===== src/rtl/hwdg_pkg.sv =====
// Purpose: Constants for the host bus watchdog and protection outputs
// Assumes: 125 MHz system clock
// Notes on behaviour
// (RL1) Guard idle standalone; armed while any of six host-control bits is set.
// (RL2) Armed and no bus traffic for the full period raises timeout.
// (RL3) Only start plus matching slave address restarts count; host must keep talking.
// (RL4) Timeout forces balance and power switches off and resets serial logic.
// (RL5) While timed out, alert output pulses once per second.
// (RL6) Otherwise normal operation, switches held off until traffic resumes.
// (RL7) On resume clear scan, current, load, switch, nvm bits; keep balance bit.
// (RL8) On resume forced-off releases; switches follow other enabling conditions.
// (RL9) Switch turn-off applies gate pull-down as one 300 us pulse.
// (RL10) Fault output low while any cell or pack failure, high when all clear.
// (RL11) Charge-done low when all cells above 12-bit threshold, high when all below.
// (RL12) Fuse-blow output high while overvoltage lockout flag is set.
// (RL13) Optionally fuse-blow also on imbalance fault or open-wire condition.
// (RL14) Force-off input high turns off all power and balance switches.
// (RL15) Host balance bit disables automatic balancing, host drives balance outputs.
// (RL16) Nvm access select clear directs register access to shadow RAM.
// (RL17) Guard timeout length is a parameter counted in clock ticks.
package hwdg_pkg;
	localparam int          HWDG_CLK_HZ       = 125000000;
	localparam int          HWDG_ALERT_US     = 1000000;
	localparam int          HWDG_ALERT_CYC    = HWDG_CLK_HZ / 1000000 * HWDG_ALERT_US;
	localparam int          HWDG_ALERT_LEN    = 8;
	localparam int          HWDG_PULLDN_US    = 300;
	localparam int          HWDG_PULLDN_CYC   = (HWDG_CLK_HZ / 1000000) * HWDG_PULLDN_US;
	localparam int          HWDG_TIMEOUT_CYC  = 125000000;
	localparam int          HWDG_CNT_W        = 32;
	localparam int          HWDG_CELLS        = 8;
	localparam int          HWDG_VOLT_W       = 12;
	localparam int          HWDG_SWITCHES     = 3;
	localparam logic [6:0]  HWDG_SLAVE_ADDR   = 7'h28;
	typedef enum logic [1:0] {HWDG_IDLE, HWDG_ARMED, HWDG_TIMEOUT} hwdg_state_t;
endpackage


===== src/rtl/hwdg_top.sv =====
// Purpose: Bus inactivity guard and digital protection outputs
// Assumes: Serial lines sampled by clk_sys_in; slave address low bit from pin
// Notes: Host-control bits are held here; their writes come as set/clear strobes
`timescale 1ns/1ps
`default_nettype none
module hwdg_top
	import hwdg_pkg::*;
#(
	// (RL17) Guard period in clock ticks
	parameter int TIMEOUT_CYC = HWDG_TIMEOUT_CYC,
	parameter int ALERT_CYC   = HWDG_ALERT_CYC,
	parameter int PULLDN_CYC  = HWDG_PULLDN_CYC
) (
	input  wire logic                              clk_sys_in,
	input  wire logic                              rstn_in,
	input  wire logic                              scl_in,
	input  wire logic                              sda_in,
	input  wire logic                              addr_sel_in,
	input  wire logic [5:0]                        host_bits_set_in,
	input  wire logic [5:0]                        host_bits_clr_in,
	input  wire logic [HWDG_SWITCHES-1:0]          auto_switch_en_in,
	input  wire logic [HWDG_CELLS-1:0]             auto_balance_in,
	input  wire logic [HWDG_SWITCHES-1:0]          host_switch_in,
	input  wire logic [HWDG_CELLS-1:0]             host_balance_in,
	input  wire logic [HWDG_CELLS*HWDG_VOLT_W-1:0] cell_volt_in,
	input  wire logic [HWDG_VOLT_W-1:0]            eoc_thresh_in,
	input  wire logic [4:0]                        fault_flags_in,
	input  wire logic                              cell_overvoltage_lockout_in,
	input  wire logic                              cell_imbalance_fault_in,
	input  wire logic                              open_wire_in,
	input  wire logic                              fuse_opt_en_in,
	input  wire logic                              force_switch_off_in,
	output logic                                   host_scan_ctrl_out,
	output logic                                   host_current_monitor_ctrl_out,
	output logic                                   host_load_monitor_ctrl_out,
	output logic                                   host_balance_ctrl_out,
	output logic                                   host_switch_ctrl_out,
	output logic                                   nvm_access_select_out,
	output logic                                   nvm_target_out,
	output logic                                   serial_reset_out,
	output logic                                   timeout_out,
	output logic                                   alert_n_out,
	output logic [HWDG_SWITCHES-1:0]               power_switch_out,
	output logic [HWDG_SWITCHES-1:0]               pulldown_out,
	output logic [HWDG_CELLS-1:0]                  balance_out,
	output logic                                   fault_out_n_out,
	output logic                                   fault_out_n_oe_out,
	output logic                                   charge_done_n_out,
	output logic                                   charge_done_n_oe_out,
	output logic                                   fuse_blow_out
);
	////////////////////////////////////////////////////////////////////////////
	logic rst_s1_q, rstn_q;
	always_ff @(posedge clk_sys_in or negedge rstn_in) begin
		if (!rstn_in) begin
			rst_s1_q <= 1'b0;
			rstn_q   <= 1'b0;
		end else begin
			rst_s1_q <= 1'b1;
			rstn_q   <= rst_s1_q;
		end
	end

	// Pin synchronisers; only stage two is read
	logic [2:0] sy1_q, sy2_q;
	logic       scl_d1_q, sda_d1_q;
	always_ff @(posedge clk_sys_in or negedge rstn_q) begin
		if (!rstn_q) begin
			sy1_q    <= 3'h7;
			sy2_q    <= 3'h7;
			scl_d1_q <= 1'b1;
			sda_d1_q <= 1'b1;
		end else begin
			sy1_q    <= {force_switch_off_in, scl_in, sda_in};
			sy2_q    <= sy1_q;
			scl_d1_q <= sy2_q[1];
			sda_d1_q <= sy2_q[0];
		end
	end
	wire force_off_s = sy2_q[2];
	wire scl_s       = sy2_q[1];
	wire sda_s       = sy2_q[0];
	wire scl_rise    = scl_s && !scl_d1_q;
	wire start_det   = scl_s && scl_d1_q && sda_d1_q && !sda_s;
	wire stop_det    = scl_s && scl_d1_q && !sda_d1_q && sda_s;

	////////////////////////////////////////////////////////////////////////////
	// Slave byte catcher: 8 bits after start, compared on the eighth edge
	logic [7:0] sh_q;
	logic [3:0] bit_q;
	logic       hunt_q;
	wire [6:0]  own_addr  = {HWDG_SLAVE_ADDR[6:1], addr_sel_in};
	wire        byte_done = hunt_q && scl_rise && (bit_q == 4'h7);
	// (RL3) Start plus own address
	wire        addr_hit  = byte_done && ({sh_q[6:0], sda_s} >> 1) == {1'b0, own_addr};
	always_ff @(posedge clk_sys_in or negedge rstn_q) begin
		if (!rstn_q) begin
			sh_q   <= 8'h00;
			bit_q  <= 4'h0;
			hunt_q <= 1'b0;
		end else if (start_det) begin
			bit_q  <= 4'h0;
			hunt_q <= 1'b1;
		end else if (stop_det || byte_done) begin
			hunt_q <= 1'b0;
		end else if (hunt_q && scl_rise) begin
			sh_q  <= {sh_q[6:0], sda_s};
			bit_q <= bit_q + 4'h1;
		end
	end

	////////////////////////////////////////////////////////////////////////////
	hwdg_state_t st_q, st_d;
	logic [5:0]  hb_q;
	logic [HWDG_CNT_W-1:0] wcnt_q, acnt_q;
	// (RL1) Arm on any host bit
	wire armed_req = |hb_q;
	// (RL2) Full period elapsed
	wire expired   = wcnt_q >= HWDG_CNT_W'(TIMEOUT_CYC - 1);
	always_comb begin
		st_d = st_q;
		unique case (st_q)
			HWDG_IDLE:    if (armed_req) st_d = HWDG_ARMED;
			HWDG_ARMED:   if (!armed_req) st_d = HWDG_IDLE;
			              else if (!addr_hit && expired) st_d = HWDG_TIMEOUT;
			// (RL6) Held until traffic resumes
			HWDG_TIMEOUT: if (addr_hit) st_d = HWDG_ARMED;
			// Unused fourth code falls back to idle
			default:      st_d = HWDG_IDLE;
		endcase
	end
	wire in_to  = st_q == HWDG_TIMEOUT;
	// (RL7) Resume clears all but balance bit
	wire resume = in_to && addr_hit;
	wire [5:0] resume_clr = resume ? 6'h37 : 6'h00;
	always_ff @(posedge clk_sys_in or negedge rstn_q) begin
		if (!rstn_q) begin
			st_q   <= HWDG_IDLE;
			hb_q   <= 6'h00;
			wcnt_q <= '0;
			acnt_q <= '0;
		end else begin
			st_q   <= st_d;
			hb_q   <= (hb_q & ~host_bits_clr_in & ~resume_clr) | host_bits_set_in;
			// (RL3) Restart on own address
			wcnt_q <= (st_q != HWDG_ARMED || addr_hit) ? '0 : wcnt_q + 1'b1;
			// (RL5) One-second alert period
			acnt_q <= (!in_to || acnt_q == HWDG_CNT_W'(ALERT_CYC - 1)) ? '0 : acnt_q + 1'b1;
		end
	end
	assign {nvm_access_select_out, host_switch_ctrl_out, host_balance_ctrl_out,
		host_load_monitor_ctrl_out, host_current_monitor_ctrl_out, host_scan_ctrl_out} = hb_q;
	// (RL16) Clear selects shadow RAM
	assign nvm_target_out   = hb_q[5];
	assign timeout_out      = in_to;
	// (RL4) Serial logic reset
	assign serial_reset_out = in_to;
	assign alert_n_out      = !(in_to && acnt_q < HWDG_CNT_W'(HWDG_ALERT_LEN));

	////////////////////////////////////////////////////////////////////////////
	// (RL14) Force-off overrides all; (RL4) (RL8) timeout forcing
	wire kill = force_off_s || in_to;
	// (RL15) Host balance bit selects source
	wire [HWDG_CELLS-1:0] bal_src = hb_q[3] ? host_balance_in : auto_balance_in;
	wire [HWDG_SWITCHES-1:0] sw_src = hb_q[4] ? host_switch_in : auto_switch_en_in;
	wire [HWDG_SWITCHES-1:0] sw_d   = kill ? '0 : sw_src;
	logic [HWDG_CELLS-1:0] above, below;
	genvar gi;
	generate
		for (gi = 0; gi < HWDG_CELLS; gi++) begin : g_cell
			wire [HWDG_VOLT_W-1:0] v = cell_volt_in[gi*HWDG_VOLT_W +: HWDG_VOLT_W];
			assign above[gi] = v > eoc_thresh_in;
			assign below[gi] = v < eoc_thresh_in;
		end
	endgenerate
	logic [HWDG_SWITCHES-1:0] sw_q;
	logic [HWDG_CNT_W-1:0]    pd_q [HWDG_SWITCHES];
	logic                     eoc_q;
	generate
		for (gi = 0; gi < HWDG_SWITCHES; gi++) begin : g_sw
			// (RL9) Single 300 us pull-down
			always_ff @(posedge clk_sys_in or negedge rstn_q) begin
				if (!rstn_q)
					pd_q[gi] <= '0;
				else if (sw_q[gi] && !sw_d[gi])
					pd_q[gi] <= HWDG_CNT_W'(PULLDN_CYC);
				else if (pd_q[gi] != '0)
					pd_q[gi] <= pd_q[gi] - 1'b1;
			end
			assign pulldown_out[gi] = pd_q[gi] != '0;
		end
	endgenerate
	always_ff @(posedge clk_sys_in or negedge rstn_q) begin
		if (!rstn_q) begin
			sw_q          <= '0;
			balance_out   <= '0;
			eoc_q         <= 1'b0;
			fuse_blow_out <= 1'b0;
		end else begin
			sw_q          <= sw_d;
			balance_out   <= kill ? '0 : bal_src;
			// (RL11) Set all above, clear all below
			eoc_q         <= (&above) ? 1'b1 : ((&below) ? 1'b0 : eoc_q);
			// (RL12) (RL13) Fuse-blow sources
			fuse_blow_out <= cell_overvoltage_lockout_in
				|| (fuse_opt_en_in && (cell_imbalance_fault_in || open_wire_in));
		end
	end
	assign power_switch_out = sw_q;
	// (RL10) Fault pulls low
	assign fault_out_n_out      = 1'b0;
	assign fault_out_n_oe_out   = |fault_flags_in;
	assign charge_done_n_out    = 1'b0;
	assign charge_done_n_oe_out = eoc_q;
endmodule
`default_nettype wire


===== config.mk =====
export PLATFORM = sky130hd
export DESIGN_NAME = hwdg_top
export DESIGN_NICKNAME = d
export VERILOG_FILES = /design/src/rtl/hwdg_pkg.sv /design/src/rtl/hwdg_top.sv
export SDC_FILE = /design/constraint.sdc
export NUM_CORES = 1
export LEC_CHECK = 0
export BUFFER_PORTS_ARGS = -buffer_cell sky130_fd_sc_hd__buf_2
export CORE_AREA = 2 2 160 162
export CTS_CLUSTER_SIZE = 25
export DETAILED_ROUTE_END_ITERATION = 12
export DIE_AREA = 0 0 162 164
export PLACE_DENSITY = 0.69
export SLEW_MARGIN = 20
export SYNTH_ARGS = -nofsm -noshare
export SYNTH_HDL_FRONTEND = slang
export SYNTH_SLANG_ARGS = --single-unit

===== constraint.sdc =====
create_clock -name clk_sys_in -period 9.2 [get_ports clk_sys_in]
set_clock_uncertainty 0.15 [all_clocks]
set_input_delay 1.38 -clock clk_sys_in [delete_from_list [all_inputs] [get_ports clk_sys_in]]
set_output_delay 1.38 -clock clk_sys_in [all_outputs]
set_load 0.005 [all_outputs]

==> qor.csv <==
stage,metric,value,unit
status,status,"complete, no violations",
final_layout,drive_gt1_frac,0.1939,
critical_path,cp-end-kind,output pin,
timing,post-route-period-util,0.4748,
floorplan,fp.dieW,162,um
critical_path,reg2reg_from,pd_q[54],
global_routing,grt_max_degree,78,
clock_network,clk_pin_slew,0.06,ns
clock_network,cts_inserted_buffers,21,
synth,synth.distinct_cells,67,
job,cap_violations,0,
synth,synth_adder_area_share,0.1100,
synth,synth-xor-area-share,0.09681,
critical_path,r2r_slack,6.19,ns
floorplan,die_h,164,um
power_and_ir_drop,leakagePower,0.006361,uW
critical_path,critical_path_class,flop to output pin,
final_layout,area_growth,16.49,%
route,wl_per_cell,15.55,um
timing,setup_viol,0,
timing,worst_pin_slew,0.9678,ns
route,dr.pass1.iters,5,
route,route.vias.total,9677,
timing,drv_slew,0,
clock_network,cts-resized-gates,0,
floorplan,io_pins,186,
synth,netlist_instances,1246,
placement,port_buffers,183,
route,drt-total-wl,27.51,mm
route,drc,0,
global_routing,grt_pass1_wl,46.21,mm
floorplan,start_util,0.4811,
synth,ys.warnings.count,0,
timing,finalHoldViolations,0,
final_layout,nNetsFinal,1687,
timing,tns,0,ns
clock_network,clkLatencyLatePin,0.49,ns
synth,ys.flop_type,dfrtp_1,
synth,synth_seq_cells,203,
clock_network,cts_tree,done,
power_and_ir_drop,p_per_area,162.0,mW/mm2
floorplan,core_area,0.02482,mm2
synth,ys_seq_area_frac,0.4262,
clock_network,root_buffer,clkbuf_16,
synth,async_reset_ff_frac,1.000,
clock_network,htreeDepth,1,
critical_path,start_kind,flop,
floorplan,die_area,0.02657,mm2
critical_path,required,7.67,ns
synth,synth_edf_count,0,
critical_path,reg2reg_to,pd_q[52],
clock_network,hold_buffers,0,
global_routing,grt_usage,0.2107,
route,viasPerCell,5.470,
hold_path,hold_path_class,flop to flop,
synth,netlist_area,0.01194,mm2
global_routing,grt_overflow,0,
synth,syn_avg_cell_area,9.584,um2
final_layout,fin_util,0.5605,
synth,synth-simple-area-share,0.2402,
synth,synth_mux_area_frac,0.01676,
global_routing,antenna_found_initial,0,
critical_path,crit_start,pd_q[80],
timing,rsz0062_at_grt,no,
clock_network,cts_max_path_buffers,3,
critical_path,reg2regPathDepth,7,
route,initialDrtViolationCount,697,
critical_path,path_max_fanout,8,
timing,slew_headroom,0.3548,
global_routing,grt_pass1_vias,9585,
placement,dp_hpwl,20.48,mm
clock_network,clock-sinks,203,
synth,synth_top_family_by_area,simple AND/OR/NAND/NOR gates,
synth,synth-compound-area-share,0.08120,
timing,period_minus_slack,4.368,ns
route,ant_nets,0,
clock_network,cts_setup_buffers,0,
placement,globalplace.congestion,0.9377,
timing,fin_hold_ws,0.2032,ns
critical_path,arrival,2.84,ns
final_layout,diodes,0,
timing,max_freq,228.9,MHz
power_and_ir_drop,vdd_ir_drop_max,0.2098,mV
floorplan,rows,58,
critical_path,endpoint,pulldown_out[0],
==> how the worst min path moves through the flow <==
stage / start / end / depth (start not counted)
global route: rst_s1_q / rstn_q / 0
global placement: rst_s1_q / rstn_q / 0
CTS: sy1_q[1] / sy2_q[1] / 0
floorplan: rst_s1_q / rstn_q / 0
finish: rst_s1_q / rstn_q / 0
detailed placement: rst_s1_q / rstn_q / 0
==> cells in the mapped netlist, drive strengths merged (20+ instances only) <==
library cell | number | area share
nand2 | 72 | 0.023
clkbuf | 25 | 0.0079
nor4 | 32 | 0.018
o21ai | 34 | 0.014
or3 | 32 | 0.017
ha | 105 | 0.11
nand4 | 46 | 0.024
dfrtp | 195 | 0.41
nand3 | 47 | 0.020
xnor2 | 70 | 0.051
xor2 | 62 | 0.045
nor3 | 51 | 0.023
inv | 47 | 0.015
a21oi | 54 | 0.023
or4 | 20 | 0.014
nor2 | 181 | 0.057
==> power breakdown <==
part / internal [uW] / switching (uW)
clock network: 515 / 356
logic: 161 / 186
registers: 966 / 69.9
total: 1640 / 612
==> placed cells by master (no fill, tap or decap), types with 5 or more instances in the layout <==
master and n:
dfrtp_1 194, buf_2 183, nor2_1 180, ha_1 105, nand2_1 72, xnor2_1 70, xor2_1 62, a21oi_1 54
nor3_1 48, nand3_1 47, inv_1 46, nand4_1 46, or3_1 31, nor4_1 29, o21ai_0 26, clkbuf_16 21
or4_1 17, and3_1 14, nor2b_1 13, mux2i_1 11, o211ai_1 9, or2_2 8, mux2_2 8, buf_4 8
dfstp_2 8, a21o_1 7, o21ai_1 7, o31ai_1 7, and4_1 6, a31o_2 6, nand3b_1 6, nand2b_1 5
a2111o_1 5, a211oi_1 5, clkinvlp_4 5
==> state kept, by name, summed over array words and instances, names as in the netlist <==
signal and cells:
rstn_q 1, charge_done_n_oe_out 1, scl_d1_q 1, sda_d1_q 1, bit_q 4, wcnt_q 32
hunt_q 1, hb_q 6, sy1_q 3, acnt_q 32, fuse_blow_out 1, pd_q 96
st_q 2, rst_s1_q 1, power_switch_out 3, balance_out 8, sh_q 7, sy2_q 3
==> per-layer routing <==
metal	GRT usage	wire [um]	vias up
li1	-	-	4790
met5	0	0	-
met4	0.05792	777	0
met1	0.2885	12900	4677
met2	0.3518	12920	156
met3	0.02980	920	54
==> logic make-up (layout without fill, tap and decap cells) <==
| group | after synthesis | in the layout |
|---|---|---|
| AND/OR/NAND/NOR | 553 | 553 |
| flip-flops | 203 | 203 |
| AO/OA/AOI/OAI | 149 | 149 |
| XOR/XNOR | 132 | 132 |
| adder cells (fa/ha/maj) | 105 | 105 |
| buffers and inverters | 83 | 275 |
| multiplexers | 19 | 19 |
| other | 2 | 3 |
==> worst max-delay path, cell delays in order, from the launching register on <==
cell	delay [ns]
dfrtp_1	0.40
or4_4	0.57
nor4_1	0.25
or4b_4	0.54
nor2_2	0.32
inv_2	0.12
buf_2	0.15
==> through the flow <==
stage	area, um2	power (uW)	setup slack, ns	std cells
floorplan	11950	1274	2.988	1247
global placement	13190	1384	5.299	1732
detailed placement	13190	1397	5.314	1732
CTS	13900	2280	4.800	1769
global route	13910	2374	4.670	1769
finish	13910	2254	4.832	1769
==> final cells by class <==
class,instances,area (um2)
clock buffer,23,543.0
sequential,203,5094
inverter,47,176.4
tap,330,412.9
timing repair buffer,191,975.9
fill,2245,10910
clock inverter,14,168.9
multi-input combinational,961,6540
No activity file was read; power rests on OpenSTA's default activity.
